[config.mk]
export PLATFORM = sky130hd
export DESIGN_NAME = dcr_regs
export DESIGN_NICKNAME = d
export VERILOG_FILES = /design/src/include/dcr_pkg.sv /design/src/verilog/dcr_sync.sv /design/src/verilog/dcr_regs.sv
export VERILOG_INCLUDE_DIRS = /design/src /design/src/include
export SDC_FILE = /design/constraint.sdc
export NUM_CORES = 1
export LEC_CHECK = 0
export ABC_AREA = 1
export BUFFER_PORTS_ARGS = -buffer_cell sky130_fd_sc_hd__clkbuf_2
export CAP_MARGIN = 20
export CORE_ASPECT_RATIO = 0.6
export CORE_MARGIN = 2
export CORE_UTILIZATION = 45
export DETAILED_ROUTE_END_ITERATION = 16
export PLACE_DENSITY_LB_ADDON = 0.15
export SETUP_SLACK_MARGIN = 0.02
export SYNTH_ARGS = -nofsm -noshare
export SYNTH_HDL_FRONTEND = slang
export SYNTH_SLANG_ARGS = --single-unit
[constraint.sdc]
create_clock -name clk -period 1.5 [get_ports clk]
set_input_delay 0.15 -clock clk [delete_from_list [all_inputs] [get_ports clk]]
set_output_delay 0.15 -clock clk [all_outputs]
set_load 0.02 [all_outputs]
[src/include/dcr_map.svh]
// Register map, field positions, reset values and bus constants
`ifndef DCR_MAP_SVH
`define DCR_MAP_SVH

// ----------------------------------------------------------------------
// Register offsets
// ----------------------------------------------------------------------
`define DCR_OFS_ADDR        8'h00
`define DCR_OFS_SRST        8'h01
`define DCR_OFS_PIN0        8'h02

// ----------------------------------------------------------------------
// Field positions
// ----------------------------------------------------------------------
`define DCR_ADDR_MSB        7
`define DCR_ADDR_LSB        1
`define DCR_SRST_BIT        0
`define DCR_SRC_MSB         7
`define DCR_SRC_LSB         4
`define DCR_PULL_MSB        3
`define DCR_PULL_LSB        2
`define DCR_INBUF_BIT       1
`define DCR_OE_BIT          0

// ----------------------------------------------------------------------
// Reset values and codes
// ----------------------------------------------------------------------
`define DCR_PIN0_RST        8'h05
`define DCR_SRST_RST        1'h0
`define DCR_SRC_GPOUT       4'h0
`define DCR_SRC_SD0         4'h1
`define DCR_PULL_NONE       2'h0
`define DCR_PULL_DOWN       2'h1
`define DCR_PULL_UP         2'h2
`define DCR_BITS_PER_BYTE   4'h8
`define DCR_SYNC_W          5

`endif

[src/include/dcr_pkg.sv]
// Types shared by the configuration register bank
package dcr_pkg;

   typedef enum logic [2:0] {
      DCR_IDLE,
      DCR_RX,
      DCR_ACK,
      DCR_TX,
      DCR_RACK,
      DCR_TXL,
      DCR_WAIT
   } dcr_state_t;

endpackage

[src/verilog/dcr_sync.sv]
// Two-flop synchroniser for a vector of asynchronous inputs
`timescale 1ns/1ps

module dcr_sync #(
   parameter int        W    = 1,
   parameter logic [W-1:0] INIT = '0
) (
   input  wire logic         clk,   // System clock
   input  wire logic         srst,  // Synchronous reset
   input  wire logic [W-1:0] d,     // Asynchronous inputs
   output logic      [W-1:0] q      // Synchronised outputs
);

   logic [W-1:0] meta_reg;
   logic [W-1:0] meta_next;
   logic [W-1:0] q_next;

   always_comb begin
      meta_next = d;
      q_next    = meta_reg;
      if (srst) begin
         meta_next = INIT;
         q_next    = INIT;
      end
   end

   always_ff @(posedge clk) begin
      meta_reg <= meta_next;
      q        <= q_next;
   end

endmodule

[src/verilog/dcr_regs.sv]
// Configuration register bank with management bus slave and pin 0 control
//
// Contract
// Bits 7:1 of register zero hold the writable 7-bit bus target address.
// The host keeps bit 0 of register zero at zero when writing it.
// Writing one to bit 0 of register one soft-resets the device state.
// A soft reset leaves register zero and the address untouched.
// Bits 7:4 of register two route pin 0 from the output value or detect.
// Bits 3:2 of register two pick no pull, pulldown or pullup.
// Bit 1 of register two enables the pin 0 input buffer, reset off.
// The host clears output enable before using pin 0 as an input.
// Output enable resets to one; host keeps input buffer off for output.
// In detect mode pin 0 is low with no signal on input 0, else high.
// The device answers bus transactions only while chip select is high.
// The soft reset bit clears itself once the reset has been applied.
`timescale 1ns/1ps
`include "dcr_map.svh"

module dcr_regs
   import dcr_pkg::*;
#(
   parameter logic [6:0] DEF_ADDR = 7'h2a  // Arbitrary default address
) (
   input  wire logic       clk,              // 25 MHz system clock
   input  wire logic       srst,             // Synchronous reset, high
   input  wire logic       scl_in,           // Bus clock pin
   input  wire logic       sda_in,           // Bus data pin level
   output logic            sda_out,          // Bus data drive value
   output logic            sda_oe,           // Bus data pulls low
   input  wire logic       bus_chip_select,  // Device select, high
   input  wire logic       sig_detect0,      // Signal present on input 0
   input  wire logic       gp_out_value,     // Output register value
   input  wire logic       pin0_in,          // Pin 0 level
   output logic            pin0_out,         // Pin 0 drive value
   output logic            pin0_oe,          // Pin 0 driver enable
   output logic            pin0_pull_up,     // Pin 0 pullup on
   output logic            pin0_pull_down,   // Pin 0 pulldown on
   output logic            pin0_in_value,    // Buffered pin 0 level
   output logic            soft_reset_pulse, // Soft reset to the device
   output logic [6:0]      bus_target_addr   // Current bus address
);

   // -------------------------------------------------------------------
   // Input synchronisers
   // -------------------------------------------------------------------
   logic                   scl_s;
   logic                   sda_s;
   logic                   cs_s;
   logic                   sd0_s;
   logic                   pin0_s;

   // Idle bus lines start high so reset release makes no false edge
   dcr_sync #(
      .W    (`DCR_SYNC_W),
      .INIT (5'h03)
   ) u_sync (
      .clk  (clk),
      .srst (srst),
      .d    ({pin0_in, sig_detect0, bus_chip_select, sda_in, scl_in}),
      .q    ({pin0_s, sd0_s, cs_s, sda_s, scl_s})
   );

   // -------------------------------------------------------------------
   // State
   // -------------------------------------------------------------------
   dcr_state_t state_reg,   state_next;
   logic [3:0] bitcnt_reg,  bitcnt_next;
   logic [7:0] shift_reg,   shift_next;
   logic [7:0] ptr_reg,     ptr_next;
   logic [1:0] phase_reg,   phase_next;
   logic       rw_reg,      rw_next;
   logic       scl_d_reg,   scl_d_next;
   logic       sda_d_reg,   sda_d_next;
   logic       sda_oe_next;
   logic [6:0] addr_reg,    addr_next;
   logic       srst_bit_reg, srst_bit_next;
   logic [7:0] cfg_reg,     cfg_next;
   logic       pin0_out_next;
   logic       pull_up_next;
   logic       pull_down_next;
   logic       in_value_next;
   logic       scl_rise;
   logic       scl_fall;
   logic       start_ev;
   logic       stop_ev;
   logic [7:0] rd_data;
   logic [7:0] rx_byte;
   logic [3:0] src;
   logic [1:0] pull;

   assign scl_rise = scl_s & ~scl_d_reg;
   assign scl_fall = ~scl_s & scl_d_reg;
   assign start_ev = scl_s & scl_d_reg & sda_d_reg & ~sda_s;
   assign stop_ev  = scl_s & scl_d_reg & ~sda_d_reg & sda_s;
   assign rx_byte  = shift_reg;
   assign src      = cfg_reg[`DCR_SRC_MSB:`DCR_SRC_LSB];
   assign pull     = cfg_reg[`DCR_PULL_MSB:`DCR_PULL_LSB];

   // -------------------------------------------------------------------
   // Register read mux
   // -------------------------------------------------------------------
   always_comb begin
      case (ptr_reg)
         `DCR_OFS_ADDR: rd_data = {addr_reg, 1'b0};
         `DCR_OFS_SRST: rd_data = {7'h00, srst_bit_reg};
         `DCR_OFS_PIN0: rd_data = cfg_reg;
         default:       rd_data = 8'h00;
      endcase
   end

   // -------------------------------------------------------------------
   // Bus slave and registers
   // -------------------------------------------------------------------
   always_comb begin
      state_next    = state_reg;
      bitcnt_next   = bitcnt_reg;
      shift_next    = shift_reg;
      ptr_next      = ptr_reg;
      phase_next    = phase_reg;
      rw_next       = rw_reg;
      scl_d_next    = scl_s;
      sda_d_next    = sda_s;
      sda_oe_next   = sda_oe;
      addr_next     = addr_reg;
      srst_bit_next = srst_bit_reg;
      cfg_next      = cfg_reg;
      // Soft reset restores config but never the address
      if (srst_bit_reg) begin
         cfg_next      = `DCR_PIN0_RST;
         srst_bit_next = 1'b0;
      end
      case (state_reg)
         DCR_RX: begin
            if (scl_rise) begin
               shift_next  = {shift_reg[6:0], sda_s};
               bitcnt_next = 4'(bitcnt_reg + 4'h1);
            end else if (scl_fall && bitcnt_reg == `DCR_BITS_PER_BYTE) begin
               bitcnt_next = 4'h0;
               state_next  = DCR_ACK;
               sda_oe_next = 1'b1;
               case (phase_reg)
                  2'h0: begin
                     if (rx_byte[7:1] == addr_reg) begin
                        rw_next    = rx_byte[0];
                        phase_next = 2'h1;
                     end else begin
                        // Not ours: stay off the bus until the next start
                        state_next  = DCR_WAIT;
                        sda_oe_next = 1'b0;
                     end
                  end
                  2'h1: begin
                     ptr_next   = rx_byte;
                     phase_next = 2'h2;
                  end
                  default: begin
                     case (ptr_reg)
                        `DCR_OFS_ADDR:
                           // Low bit is reserved, kept zero by the host
                           addr_next = rx_byte[`DCR_ADDR_MSB:`DCR_ADDR_LSB];
                        `DCR_OFS_SRST:
                           if (rx_byte[`DCR_SRST_BIT])
                              srst_bit_next = 1'b1;
                        `DCR_OFS_PIN0:
                           cfg_next = rx_byte;
                        default: ;
                     endcase
                     ptr_next = 8'(ptr_reg + 8'h01);
                  end
               endcase
            end
         end
         DCR_ACK: begin
            if (scl_fall) begin
               if (rw_reg && phase_reg == 2'h1) begin
                  shift_next  = rd_data;
                  sda_oe_next = ~rd_data[7];
                  bitcnt_next = 4'h0;
                  state_next  = DCR_TX;
               end else begin
                  sda_oe_next = 1'b0;
                  state_next  = DCR_RX;
               end
            end
         end
         DCR_TXL: begin
            if (scl_fall) begin
               shift_next  = rd_data;
               sda_oe_next = ~rd_data[7];
               bitcnt_next = 4'h0;
               state_next  = DCR_TX;
            end
         end
         DCR_TX: begin
            if (scl_fall) begin
               if (bitcnt_reg == 4'h7) begin
                  sda_oe_next = 1'b0;
                  state_next  = DCR_RACK;
               end else begin
                  shift_next  = {shift_reg[6:0], 1'b0};
                  sda_oe_next = ~shift_reg[6];
                  bitcnt_next = 4'(bitcnt_reg + 4'h1);
               end
            end
         end
         DCR_RACK: begin
            if (scl_rise) begin
               if (sda_s) begin
                  state_next = DCR_WAIT;
               end else begin
                  ptr_next   = 8'(ptr_reg + 8'h01);
                  state_next = DCR_TXL;
               end
            end
         end
         DCR_IDLE, DCR_WAIT: ;
         default: state_next = DCR_IDLE;
      endcase
      if (stop_ev) begin
         state_next  = DCR_IDLE;
         sda_oe_next = 1'b0;
      end
      if (start_ev) begin
         state_next  = DCR_RX;
         bitcnt_next = 4'h0;
         phase_next  = 2'h0;
         sda_oe_next = 1'b0;
      end
      // Deselected device drops any transfer and releases the line
      if (!cs_s) begin
         state_next  = DCR_IDLE;
         sda_oe_next = 1'b0;
      end
      if (srst) begin
         state_next    = DCR_IDLE;
         bitcnt_next   = 4'h0;
         shift_next    = 8'h00;
         ptr_next      = 8'h00;
         phase_next    = 2'h0;
         rw_next       = 1'b0;
         scl_d_next    = 1'b1;
         sda_d_next    = 1'b1;
         sda_oe_next   = 1'b0;
         addr_next     = DEF_ADDR;
         srst_bit_next = `DCR_SRST_RST;
         cfg_next      = `DCR_PIN0_RST;
      end
   end

   always_ff @(posedge clk) begin
      state_reg    <= state_next;
      bitcnt_reg   <= bitcnt_next;
      shift_reg    <= shift_next;
      ptr_reg      <= ptr_next;
      phase_reg    <= phase_next;
      rw_reg       <= rw_next;
      scl_d_reg    <= scl_d_next;
      sda_d_reg    <= sda_d_next;
      sda_oe       <= sda_oe_next;
      addr_reg     <= addr_next;
      srst_bit_reg <= srst_bit_next;
      cfg_reg      <= cfg_next;
   end

   // -------------------------------------------------------------------
   // Pin 0 outputs
   // -------------------------------------------------------------------
   always_comb begin
      case (src)
         `DCR_SRC_GPOUT: pin0_out_next = gp_out_value;
         `DCR_SRC_SD0:   pin0_out_next = sd0_s;
         default:        pin0_out_next = 1'b0;
      endcase
      pull_up_next   = (pull == `DCR_PULL_UP);
      pull_down_next = (pull == `DCR_PULL_DOWN);
      // Gated so a floating pin never reaches the core
      in_value_next  = cfg_reg[`DCR_INBUF_BIT] & pin0_s;
      if (srst) begin
         pin0_out_next  = 1'b0;
         pull_up_next   = 1'b0;
         pull_down_next = 1'b1;
         in_value_next  = 1'b0;
      end
   end

   always_ff @(posedge clk) begin
      pin0_out       <= pin0_out_next;
      pin0_oe        <= srst | cfg_reg[`DCR_OE_BIT];
      pin0_pull_up   <= pull_up_next;
      pin0_pull_down <= pull_down_next;
      pin0_in_value  <= in_value_next;
      sda_out        <= 1'b0;
   end

   assign soft_reset_pulse = srst_bit_reg;
   assign bus_target_addr  = addr_reg;

endmodule

==> results of run 1 <==
-- cells in the mapped netlist --
master,instances,area (um2)
nand4_2,1,12.51
inv_1,56,210.2
nand4_1,3,18.77
inv_2,13,48.80
buf_4,4,30.03
mux2i_1,1,10.01
o21ai_1,14,70.07
nand3_1,43,215.2
a31oi_1,1,6.260
nor3_1,11,55.05
nand3b_4,1,20.02
o211ai_1,2,15.01
or2_2,6,37.54
buf_2,2,10.01
nand3_2,2,20.02
conb_1,1,3.750
xnor2_1,3,26.28
o21ai_0,29,145.1
nand2_2,10,62.56
nor2_1,59,221.5
clkbuf_1,4,15.01
nor2_2,5,31.28
a21oi_2,1,8.760
a21oi_1,36,180.2
nor3_2,2,20.02
nand3b_1,1,7.510
nor2_4,5,56.30
ha_1,6,75.07
buf_1,1,3.750
buf_6,1,11.26
xor2_1,2,17.52
nand2_1,90,337.8
nor4_1,1,6.260
dfxtp_1,60,1201
-- path summary, 6_finish.rpt --
kind,from,end
hold / removal,bus_chip_select,u_sync.meta_reg[2]
setup / recovery,bitcnt_reg[0],ptr_reg[7]
setup reg to reg,bitcnt_reg[0],ptr_reg[7]
hold reg to reg,u_sync.meta_reg[2],u_sync.q[2]
-- critical path, cell delays in order (launching register included) --
cell and delay [ns]:
dfxtp_4 0.36, inv_2 0.06, ha_4 0.13, nand3_4 0.07, nor2_4 0.17, nor2_4 0.07, nor3_4 0.21, buf_6 0.16
nand2_4 0.06, nand2_2 0.05, nand2_1 0.04, nor2_1 0.09
-- per-layer routing --
layer  vias to the layer above  routed length [um]  GRT usage
met3                        12                1012    0.09266
met5                         -                   0          0
met2                       170                3942     0.3260
li1                       1684                   -          -
met1                      1561                4605     0.3705
met4                         0                 139    0.08537
-- cells by family after synthesis --
| kind of cell | after synthesis | synth area share |
|---|---|---|
| simple gates | 240 | 0.3496 |
| compound gates | 83 | 0.1325 |
| buf+inv | 81 | 0.1025 |
| flops | 60 | 0.3741 |
| fa+ha+maj | 6 | 0.02338 |
| xor+xnor | 5 | 0.01364 |
| other cells | 1 | 0.001168 |
| mux | 1 | 0.003118 |
-- area by class of cell --
cell class	count	area, um2
fillers	566	2286
multi-input cells	337	1958
flip-flops and latches	60	1220
repair buffers	73	591.8
inverters	69	276.5
clock buffers	10	239.0
clock inverters	6	111.4
well taps	87	108.9
-- power groups by stage --
stage / clock network [mW] / registers [mW] / logic (mW)
2_1_floorplan: 0 / 1.66 / 0.0850
3_3_place_gp: 0 / 1.66 / 0.143
3_5_place_dp: 0 / 1.66 / 0.144
4_1_cts: 2.47 / 1.62 / 0.157
5_1_grt: 2.54 / 1.62 / 0.183
6_report: 2.44 / 1.62 / 0.166
-- timing repair --
action | CTS | global route
gates cloned | 2 | 0
endpoints found under the hold margin | 4 | 0
hold buffers | 4 | 0
pin swaps | 9 | 16
resized for setup | 37 | 51
buffers inserted | 3 | 7
setup endpoints to repair | 38 | 41
==> impl_summary.txt, run 1 <==
----------------------------------------------------
[Drt]
  Count of antenna-violating nets left after detailed routing ... 0
  Ratio of routed vias to standard cells ... 5.338
  Vias ... 3427
  DRT iter0 DRCs ... 275
  First-pass DRT Iterations ... 11
  # DRC ... 1
  Routed WL per cell ... 15.11 um
  Final wirelength ... 9699 um

[STA]
  Count of final max-slew check failures ... 0
  Fmax ... 646.6 MHz
  Worst Hold Margin ... 0.007718 ns
  Final setup slack of the worst path ... -0.04645 ns
  Final critical-path share of the clock period ... 1.031
  Setup-violating endpoint count in the final report ... 10
  RSZ-0062 raised after global routing ... true
  Setup TNS ... -0.1857 ns
  Layout Skew ... 0.005835 ns
  Post-layout minimum cycle time ... 1.546 ns
  Fin. Hold Viols ... 0

[Global route]
  Vias in the first global route ... 2984
  First-pass GRT wire length ... 15110 um
  Pin count of the biggest net entering global routing ... 31
  All-layer global routing usage ... 0.2496
  Initial antenna violation count ... 0
  Total congestion overflow after global routing ... 0

[Job]
  Count of maximum capacitance violations ... 0

[Setup path]
  FF-to-FF path depth ... 11
  Worst reg2reg setup slack ... -0.05 ns
  Worst setup path class ... reg -> reg
  Crit path launch type ... flop
  Maximum fanout along the worst path ... 6
  Required time of the worst setup path ... 1.78 ns
  Category of the worst setup path capture point ... flop
  Endpoint arrival time on the critical path ... 1.82 ns

[Clocking]
  Root buf cell ... clkbuf_16
  Number of buffers on the longest clock path ... 2
  H-Tree Level Count ... 3
  Worst-skew pair later-pin latency ... 0.34 ns
  Worst-path clk slew ... 0.06 ns
  Number of sinks handled by clock tree synthesis ... 60
  Number of buffers created by CTS ... 9
  CTS tree ... built

[Place]
  Routability-driven placement congestion ratio ... 0.9482
  Post-Place Setup Slack ... -0.1300 ns
  Detailed Place HPWL ... 6574 um
  Placed Area ... 0.003700 mm2
  Port-buffer cells ... 21
  Total placed cells including tap cells ... 610

[Layout]
  Commonest non-fill, non-tap cell in the layout ... nand2_1
  Layout overhead on the synthesized area ... 40.34%
  Antenna diode instance count ... 0
  Layout cell share with drive strength beyond 1 ... 0.3225
  Final cell area excluding filler cells ... 0.004506 mm2
  Top library cells by usage in the layout, fill and taps aside ... nand2_1, nor2_1, inv_1, dfxtp_1, buf_4
  Post-route core utilization ... 0.6634
  Post-layout nets ... 564
  Non-filler cells, final ... 642

[Pwr]
  Net load switching power ... 883.5 uW
  Internal power ... 3.345 mW
  Part of the power in registers ... 0.383
  PD cells ... 938.5 mW/mm2
  Proportion of power drawn by the clock network ... 0.578
  Switching Share ... 0.2089
  VDD IR max ... 0.0009475 V
  Part of the power in combinational logic ... 0.039
  Static leakage power ... 2.058 nW
  Total design power ... 4.228 mW

[Synth]
  Synth warnings ... 0
  Register bit count reported by yosys ... 60
  Cells after synthesis ... 477
  Synth Area per Inst ... 6.731 um2
  Share of the yosys chip area belonging to registers ... 0.3741
  Post-synth cell types ... 34
  Cell area after synthesis ... 0.003211 mm2
  Net count after synthesis ... 491

[Hold path]
  Worst hold-check path type ... in -> reg
  Hold path cells ... 3

[Die]
  Initial standard-cell utilization of the core ... 0.4727
  Placement row count ... 23
  Core box area ... 0.006792 mm2
  Die area ... 0.007849 mm2
  Die Span X ... 113.0 um
  Die Y ... 69.43 um
  Number of top-level pins ... 23

[Run status]
  Violations in the final reports ... DRC, setup timing
  Outcome ... finished with violations

----------------------------------------------------
(Power assumes the default switching activity.)
==> run 2, diff against run 1 <==
--- a/config.mk
+++ b/config.mk
@@ -13,7 +13,6 @@
 export CORE_MARGIN = 2
 export CORE_UTILIZATION = 45
 export DETAILED_ROUTE_END_ITERATION = 16
-export PLACE_DENSITY_LB_ADDON = 0.15
 export SETUP_SLACK_MARGIN = 0.02
 export SYNTH_ARGS = -nofsm -noshare
 export SYNTH_HDL_FRONTEND = slang
==> run 2 against run 1 <==
- the flow still finishes with violations (DRC, setup timing)
- fmax down 0.79%
- critical endpoint is now cfg_reg[1]
- combinational power about the same
- design area up 0.53%
- non-clock buffer count up 4
- critical path depth down 1
- clock power down 5%
- total power down 2.8%
- die area unchanged
- wire length up 2.9%
- worst hold slack better by 0.13 ns
- global-route usage down 0.16 points
- cell count up 0.62%
==> impl_summary.txt, run 2 (synthesized netlist as in run 1, its figures left out) <==
----------------------------------------------------
[Die]
  Die Y ... 69.43 um (unchanged)
  Die Span X ... 113.0 um (unchanged)
  Die area ... 0.007849 mm2 (unchanged)
  Core box area ... 0.006792 mm2 (unchanged)
  Placement row count ... 23 (unchanged)
  Number of top-level pins ... 23 (unchanged)
  Initial standard-cell utilization of the core ... 0.4727 (unchanged)

[Setup path]
  Cells traversed along the worst timing path ... inv_2 -> ha_4 -> nand3_4 -> nor2_4 -> nand2_2 -> inv_2 -> nand3b_4 -> inv_4 -> a21oi_1 -> nor2_1
  Worst setup path class ... reg -> reg
  Endpoint arrival time on the critical path ... 1.82 ns (about the same)
  Crit path launch type ... flop
  Required time of the worst setup path ... 1.76 ns (-0.02 ns)
  Crit. path cell count ... 10 (-1)
  Crit-path slowest cell ... dfxtp_2
  Cell class contributing the biggest share of worst-path delay ... simple AND/OR/NAND/NOR gates
  Buf/Inv on CP ... 3 (+1)
  Category of the worst setup path capture point ... flop
  FF-to-FF path depth ... 10 (-1)
  Worst path max stage delay ... 0.34 ns (-0.02 ns)
  Maximum fanout along the worst path ... 6 (unchanged)
  Most used cell along the critical path ... inv_2

[Layout]
  Non-filler cells, final ... 646 (+0.62%)
  Post-route core utilization ... 0.6669 (+0.003500)
  Layout cell share with drive strength beyond 1 ... 0.3470 (+0.02453)
  Final-layout fill cell count ... 582 (+2.8%)
  Top library cells by usage in the layout, fill and taps aside ... nand2_1, nor2_1, inv_1, dfxtp_1, buf_4
  Final cell area excluding filler cells ... 0.004529 mm2 (+0.53%)
  Antenna diode instance count ... 0 (unchanged)
  Layout overhead on the synthesized area ... 41.08%
  Commonest non-fill, non-tap cell in the layout ... nand2_1
  Post-layout nets ... 568 (+0.71%)

[Place]
  Total placed cells including tap cells ... 611 (+0.16%)
  Placed Area ... 0.003657 mm2 (-1.1%)
  Post-Place Setup Slack ... -0.06287 ns (+0.06710 ns)
  Routability-driven placement congestion ratio ... 0.9313 (-1.8%)
  Detailed Place HPWL ... 6394 um (-2.7%)
  Port-buffer cells ... 21 (unchanged)

[Drt]
  Routed length on met2 ... 4250 um (+7.8%)
  Length of routed met3 wiring ... 802 um (-21%)
  Final wirelength ... 9980 um (+2.9%)
  Top layer used by detailed routing ... met4
  First-pass DRT Iterations ... 11 (unchanged)
  Ratio of routed vias to standard cells ... 5.268 (-1.3%)
  # DRC ... 1 (unchanged)
  Routed WL per cell ... 15.45 um (+2.3%)
  Count of antenna-violating nets left after detailed routing ... 0 (unchanged)
  Post-Route M1 WL ... 4835 um (+5.0%)
  DRT iter0 DRCs ... 247 (-10%)
  Vias ... 3403 (-0.70%)

[Clocking]
  Worst-path clk slew ... 0.05 ns (about the same)
  Root buf cell ... clkbuf_16
  Number of buffers on the longest clock path ... 2 (unchanged)
  CTS tree ... built
  H-Tree Level Count ... 3 (unchanged)
  Number of sinks handled by clock tree synthesis ... 60 (unchanged)
  Worst-skew pair later-pin latency ... 0.34 ns (about the same)
  Number of buffers created by CTS ... 9 (unchanged)

[Pwr]
  Static leakage power ... 2.073 nW (+0.73%)
  VDD IR max ... 0.0007657 V (-19%)
  Total design power ... 4.108 mW (-2.8%)
  PD cells ... 907.1 mW/mm2 (-3.3%)

[Global route]
  Initial antenna violation count ... 0 (unchanged)
  All-layer global routing usage ... 0.2480 (-0.001582)
  First-pass GRT wire length ... 15150 um (+0.27%)
  Total congestion overflow after global routing ... 0 (unchanged)
  Vias in the first global route ... 3058 (+2.5%)
  Pin count of the biggest net entering global routing ... 24 (-23%)

[STA]
  Setup TNS ... -0.4759 ns (-0.2902 ns)
  Final setup slack of the worst path ... -0.05883 ns (-0.01238 ns)
  Worst Hold Margin ... 0.1383 ns (+0.1306 ns)
  Fin. Hold Viols ... 0 (unchanged)
  Count of final max-slew check failures ... 0 (unchanged)
  Setup-violating endpoint count in the final report ... 18 (+8)
  Fmax ... 641.5 MHz (-0.79%)
  RSZ-0062 raised after global routing ... true
  Layout Skew ... 0.006677 ns (+0.0008422 ns)
  Final critical-path share of the clock period ... 1.039 (+0.008253)
  Post-layout minimum cycle time ... 1.559 ns (+0.01238 ns)

[Hold path]
  Hold path cells ... 3 (unchanged)
  Worst hold-check path type ... in -> reg

[Run status]
  Outcome ... finished with violations
  Violations in the final reports ... DRC, setup timing

[Job]
  Count of maximum capacitance violations ... 0 (unchanged)

----------------------------------------------------
## run 2: cell count changes in the layout (fill, tap and decap cells not counted), sizes merged
cell / before / now
clkbuf: 31 / 34
dlygate4sd3: 4 / 5
buf: 48 / 51
clkinv: 2 / 0
bufinv: 3 / 2
## run 2: worst paths after layout
| path | startpoint | endpoint | slack [ns] |
|---|---|---|---|
| setup / recovery | bitcnt_reg[0] | cfg_reg[1] | -0.06 |
| hold / removal | gp_out_value | pin0_out | 0.14 |
| hold reg to reg | u_sync.meta_reg[4] | u_sync.q[4] | 0.40 |
| setup reg to reg | bitcnt_reg[0] | cfg_reg[1] | -0.06 |
## run 2: repair_timing
action,in CTS,in global routing
gates resized for setup,28,85
endpoints found under the hold margin,5,0
pin swaps,9,20
cloned,2,1
setup buffers,2,9
hold buffers,5,0
setup endpoints to repair,27,40
## run 2: power by group
part,switching [mW],leakage [nW],internal (mW)
registers,0.0107,0.491,1.61
clock network,0.735,0.162,1.59
logic,0.0981,1.42,0.0656
total,0.844,2.07,3.26
## run 2: worst register-to-register path, delay by kind of cell (launching register included)
family	cells	cell delay, ns
compound gates	1	0.04
simple gates	5	0.64
flops	1	0.34
fa+ha+maj	1	0.14
buf+inv	3	0.33
## run 2: cell type report
type	count	area (um2)	area share
multi-input combinational	337	2006	0.4428
sequential	60	1221	0.2696
timing repair buffer	77	579.3	0.1279
inverter	69	276.5	0.06105
clock buffer	13	270.3	0.05967
tap	87	108.9	0.02403
clock inverter	3	67.56	0.01492
## run 2: layer usage
metal,vias to the layer above,GRT usage
met4,0,0.05962
met1,1562,0.3698
met2,144,0.3373
met5,-,0
met3,10,0.08916
li1,1687,-
==> run 3, diff against run 2 <==
--- a/config.mk
+++ b/config.mk
@@ -6,7 +6,6 @@
 export SDC_FILE = /design/constraint.sdc
 export NUM_CORES = 1
 export LEC_CHECK = 0
-export ABC_AREA = 1
 export BUFFER_PORTS_ARGS = -buffer_cell sky130_fd_sc_hd__clkbuf_2
 export CAP_MARGIN = 20
 export CORE_ASPECT_RATIO = 0.6
@@ -14,6 +13,7 @@
 export CORE_UTILIZATION = 45
 export DETAILED_ROUTE_END_ITERATION = 16
 export SETUP_SLACK_MARGIN = 0.02
+export SLEW_MARGIN = 20
 export SYNTH_ARGS = -nofsm -noshare
 export SYNTH_HDL_FRONTEND = slang
 export SYNTH_SLANG_ARGS = --single-unit
==> run 3 against run 2 <==
- the run ends with setup timing left
- worst setup slack got worse by 0.26 ns
- register-to-register slack got worse by 0.26 ns
- design area increased by 6.9%
- worst hold slack got worse by 0.10 ns
- flip-flop and latch count unchanged
- synthesized area decreased by 2.3%
- wire length increased by 0.45%
- sequential power about the same
- fmax decreased by 14%
- sequential share of layout area decreased by 1.8 points
- critical path type unchanged
- critical endpoint is now rx_byte[4]
- largest power group unchanged
- highest routed layer unchanged
==> impl_summary.txt, run 3 <==
----------------------------------------------------
[Pwr]
  Internal power ... 2.818 mW (-14%)
  Total design power ... 3.620 mW (-12%)
  VDD IR max ... 0.0005717 V (-25%)
  PD cells ... 747.9 mW/mm2 (-18%)
  Switching Share ... 0.2215 (+0.01616)
  Proportion of power drawn by the clock network ... 0.518 (-0.048)
  Part of the power in registers ... 0.448 (+0.054)
  Part of the power in combinational logic ... 0.034 (-0.006)
  Static leakage power ... 1.969 nW (-5.0%)
  Net load switching power ... 801.6 uW (-5.0%)

[STA]
  Post-layout minimum cycle time ... 1.820 ns (+0.2609 ns)
  Final critical-path share of the clock period ... 1.213 (+0.1739)
  Fin. Hold Viols ... 0 (unchanged)
  Fmax ... 549.5 MHz (-14%)
  Count of final max-slew check failures ... 0 (unchanged)
  RSZ-0062 raised after global routing ... true
  Setup-violating endpoint count in the final report ... 43 (+25)
  Worst Hold Margin ... 0.03400 ns (-0.1043 ns)
  Final setup slack of the worst path ... -0.3197 ns (-0.2609 ns)
  Layout Skew ... 0.009076 ns (+0.002399 ns)

[Synth]
  Cells after synthesis ... 364 (-24%)
  Share of the yosys chip area belonging to registers ... 0.3829 (+0.008805)
  Commonest cells post-synth ... dfxtp_1, nor2_1, nand2_1
  Cell area after synthesis ... 0.003137 mm2 (-2.3%)
  Synth Area per Inst ... 8.617 um2 (+28%)
  Library cell occupying the most area in the post-synthesis netlist ... dfxtp_1
  Synth warnings ... 0 (unchanged)
  Post-synth cell types ... 62 (+82%)
  Cell with the most instances after synthesis ... dfxtp_1
  Number of flops mapped to enable cells by yosys ... 0 (unchanged)
  Synth Flop Type ... dfxtp_1
  Synth top area share ... 0.3829 (+0.008805)
  Register bit count reported by yosys ... 60 (unchanged)
  FFs w/ async S/R, synth ... 0 (unchanged)
  Synth area leaders ... dfxtp_1, nor2_1, a21oi_1
  Net count after synthesis ... 378 (-23%)

[Global route]
  Total congestion overflow after global routing ... 0 (unchanged)
  All-layer global routing usage ... 0.2596 (+0.01160)
  Initial antenna violation count ... 0 (unchanged)
  Pin count of the biggest net entering global routing ... 46 (+92%)
  Vias in the first global route ... 2875 (-6.0%)
  First-pass GRT wire length ... 15210 um (+0.41%)

[Place]
  Total placed cells including tap cells ... 538 (-12%)
  Routability-driven placement congestion ratio ... 0.8827 (-5.2%)
  Placed Area ... 0.004070 mm2 (+11%)
  Detailed Place HPWL ... 6683 um (+4.5%)
  Port-buffer cells ... 21 (unchanged)

[Die]
  Core box area ... 0.006705 mm2 (-1.3%)
  Die area ... 0.007676 mm2 (-2.2%)
  Placement row count ... 23 (unchanged)
  Die Span X ... 111.8 um (-1.1%)
  Initial standard-cell utilization of the core ... 0.4678 (-0.004923)
  Number of top-level pins ... 23 (unchanged)
  Die Y ... 68.67 um (-1.1%)

[Hold path]
  Endpoint, Worst Hold ... u_sync.meta_reg[4]
  Hold path cells ... 2 (-1)
  Worst hold-check path type ... in -> reg
  Worst Min Path Start ... pin0_in

[Drt]
  Ratio of routed vias to standard cells ... 5.730 (+8.8%)
  Final wirelength ... 10030 um (+0.45%)
  Vias ... 3266 (-4.0%)
  Count of antenna-violating nets left after detailed routing ... 0 (unchanged)
  First-pass DRT Iterations ... 5 (-6)
  DRT iter0 DRCs ... 241 (-2.4%)
  Routed WL per cell ... 17.59 um (+14%)
  # DRC ... 0 (-1)

[Clocking]
  Number of buffers created by CTS ... 9 (unchanged)
  Worst-skew pair later-pin latency ... 0.33 ns (about the same)
  H-Tree Level Count ... 3 (unchanged)
  Root buf cell ... clkbuf_16
  CTS tree ... built
  Number of buffers on the longest clock path ... 2 (unchanged)
  Number of sinks handled by clock tree synthesis ... 60 (unchanged)
  Worst-path clk slew ... 0.06 ns (about the same)

[Run status]
  Outcome ... finished with violations
  Violations in the final reports ... setup timing

[Setup path]
  Crit path launch type ... flop
  Crit-path slowest cell ... or4_4
  Buf/Inv on CP ... 1 (-2)
  Worst setup path class ... reg -> reg
  Category of the worst setup path capture point ... flop
  Maximum fanout along the worst path ... 7 (+1)
  Cells traversed along the worst timing path ... or4_4 -> nor3_4 -> buf_12 -> o31ai_4 -> o311a_1 -> nor3_1
  Cell class contributing the biggest share of worst-path delay ... simple AND/OR/NAND/NOR gates
  FF-to-FF path depth ... 6 (-4)
  Worst path max stage delay ... 0.56 ns (+0.22 ns)
  Beginning of the worst register-to-register path ... ptr_reg[6]
  Required time of the worst setup path ... 1.76 ns (about the same)
  Endpoint arrival time on the critical path ... 2.08 ns (+0.26 ns)
  Worst reg2reg setup slack ... -0.32 ns (-0.26 ns)
  Reg2reg end ... rx_byte[4]

[Layout]
  Layout overhead on the synthesized area ... 54.29%
  Post-route core utilization ... 0.7218 (+0.05486)
  Post-layout nets ... 492 (-13%)
  Antenna diode instance count ... 0 (unchanged)
  Top library cells by usage in the layout, fill and taps aside ... buf_4, dfxtp_1, nor2_1
  Layout cell share with drive strength beyond 1 ... 0.4638 (+0.1167)
  Final cell area excluding filler cells ... 0.004840 mm2 (+6.9%)
  Non-filler cells, final ... 570 (-12%)
  Commonest non-fill, non-tap cell in the layout ... buf_4

[Job]
  Count of maximum capacitance violations ... 0 (unchanged)

----------------------------------------------------
## run 3: changes by cell type after synthesis, sizes merged, moves of 9 or more
cell	before	now
nand2	100	25
inv	69	11
nor2	69	32
nand3	45	10
o21ai	43	12
a21oi	37	20
nor2b	0	12
a22oi	0	10
mux2i	1	10
nand3b	2	11
## run 3: cell families after synthesis
family / share of synthesized area
simple gates: 0.2904
compound gates: 0.2002
flops: 0.3829
fa+ha+maj: 0.02393
other cells: 0.001196
buf+inv: 0.04347
xor+xnor: 0.02234
mux: 0.03550
## run 3: cell type report
class,instances,area (um2)
multi-input combinational,273,2200
fill,500,1866
sequential,60,1217
timing repair buffer,123,1001
clock buffer,12,246.5
tap,87,108.9
inverter,11,41.29
clock inverter,4,25.02
## run 3: per-stage QoR
stage,setup WS [ns],setup TNS [ns]
2_1_floorplan,-0.3070,-7.621
3_3_place_gp,-0.3551,-10.43
6_report,-0.3197,-9.738
5_1_grt,-0.4225,-13.77
4_1_cts,-0.3156,-9.251
3_5_place_dp,-0.3644,-11.23
## run 3: how the worst max path moves through the flow
stage,startpoint,to,cells after the start
6_report,ptr_reg[6],rx_byte[4],6
5_1_grt,ptr_reg[6],cfg_reg[0],6
4_1_cts,ptr_reg[6],rx_byte[3],6
3_5_place_dp,ptr_reg[6],sda_oe,6
3_3_place_gp,u_sync.q[0],ptr_reg[7],6
2_1_floorplan,bitcnt_reg[1],ptr_reg[0],7
## run 3: what timing repair did
| action | CTS | global route |
|---|---|---|
| buffers inserted | 7 | 7 |
| gates resized for setup | 40 | 38 |
| pin swaps | 25 | 13 |
| endpoints found under the setup margin | 43 | 43 |
| cloned | 1 | 1 |
| hold endpoints to repair | 2 | 0 |
| hold buffers | 2 | 0 |
## run 3: layer usage
layer	GRT usage	routed length [um]
met1	0.3926	4983
met2	0.3636	3995
met3	0.06294	885
met4	0.07099	160
met5	0	0
## run 3: power groups by stage
stage / clock, mW / combinational (mW) / sequential [mW]
final: 1.88 / 0.122 / 1.62
after global routing: 1.98 / 0.131 / 1.62
after CTS: 1.90 / 0.115 / 1.62
after detailed placement: 0 / 0.106 / 1.65
after global placement: 0 / 0.106 / 1.65
after floorplan: 0 / 0.0610 / 1.65
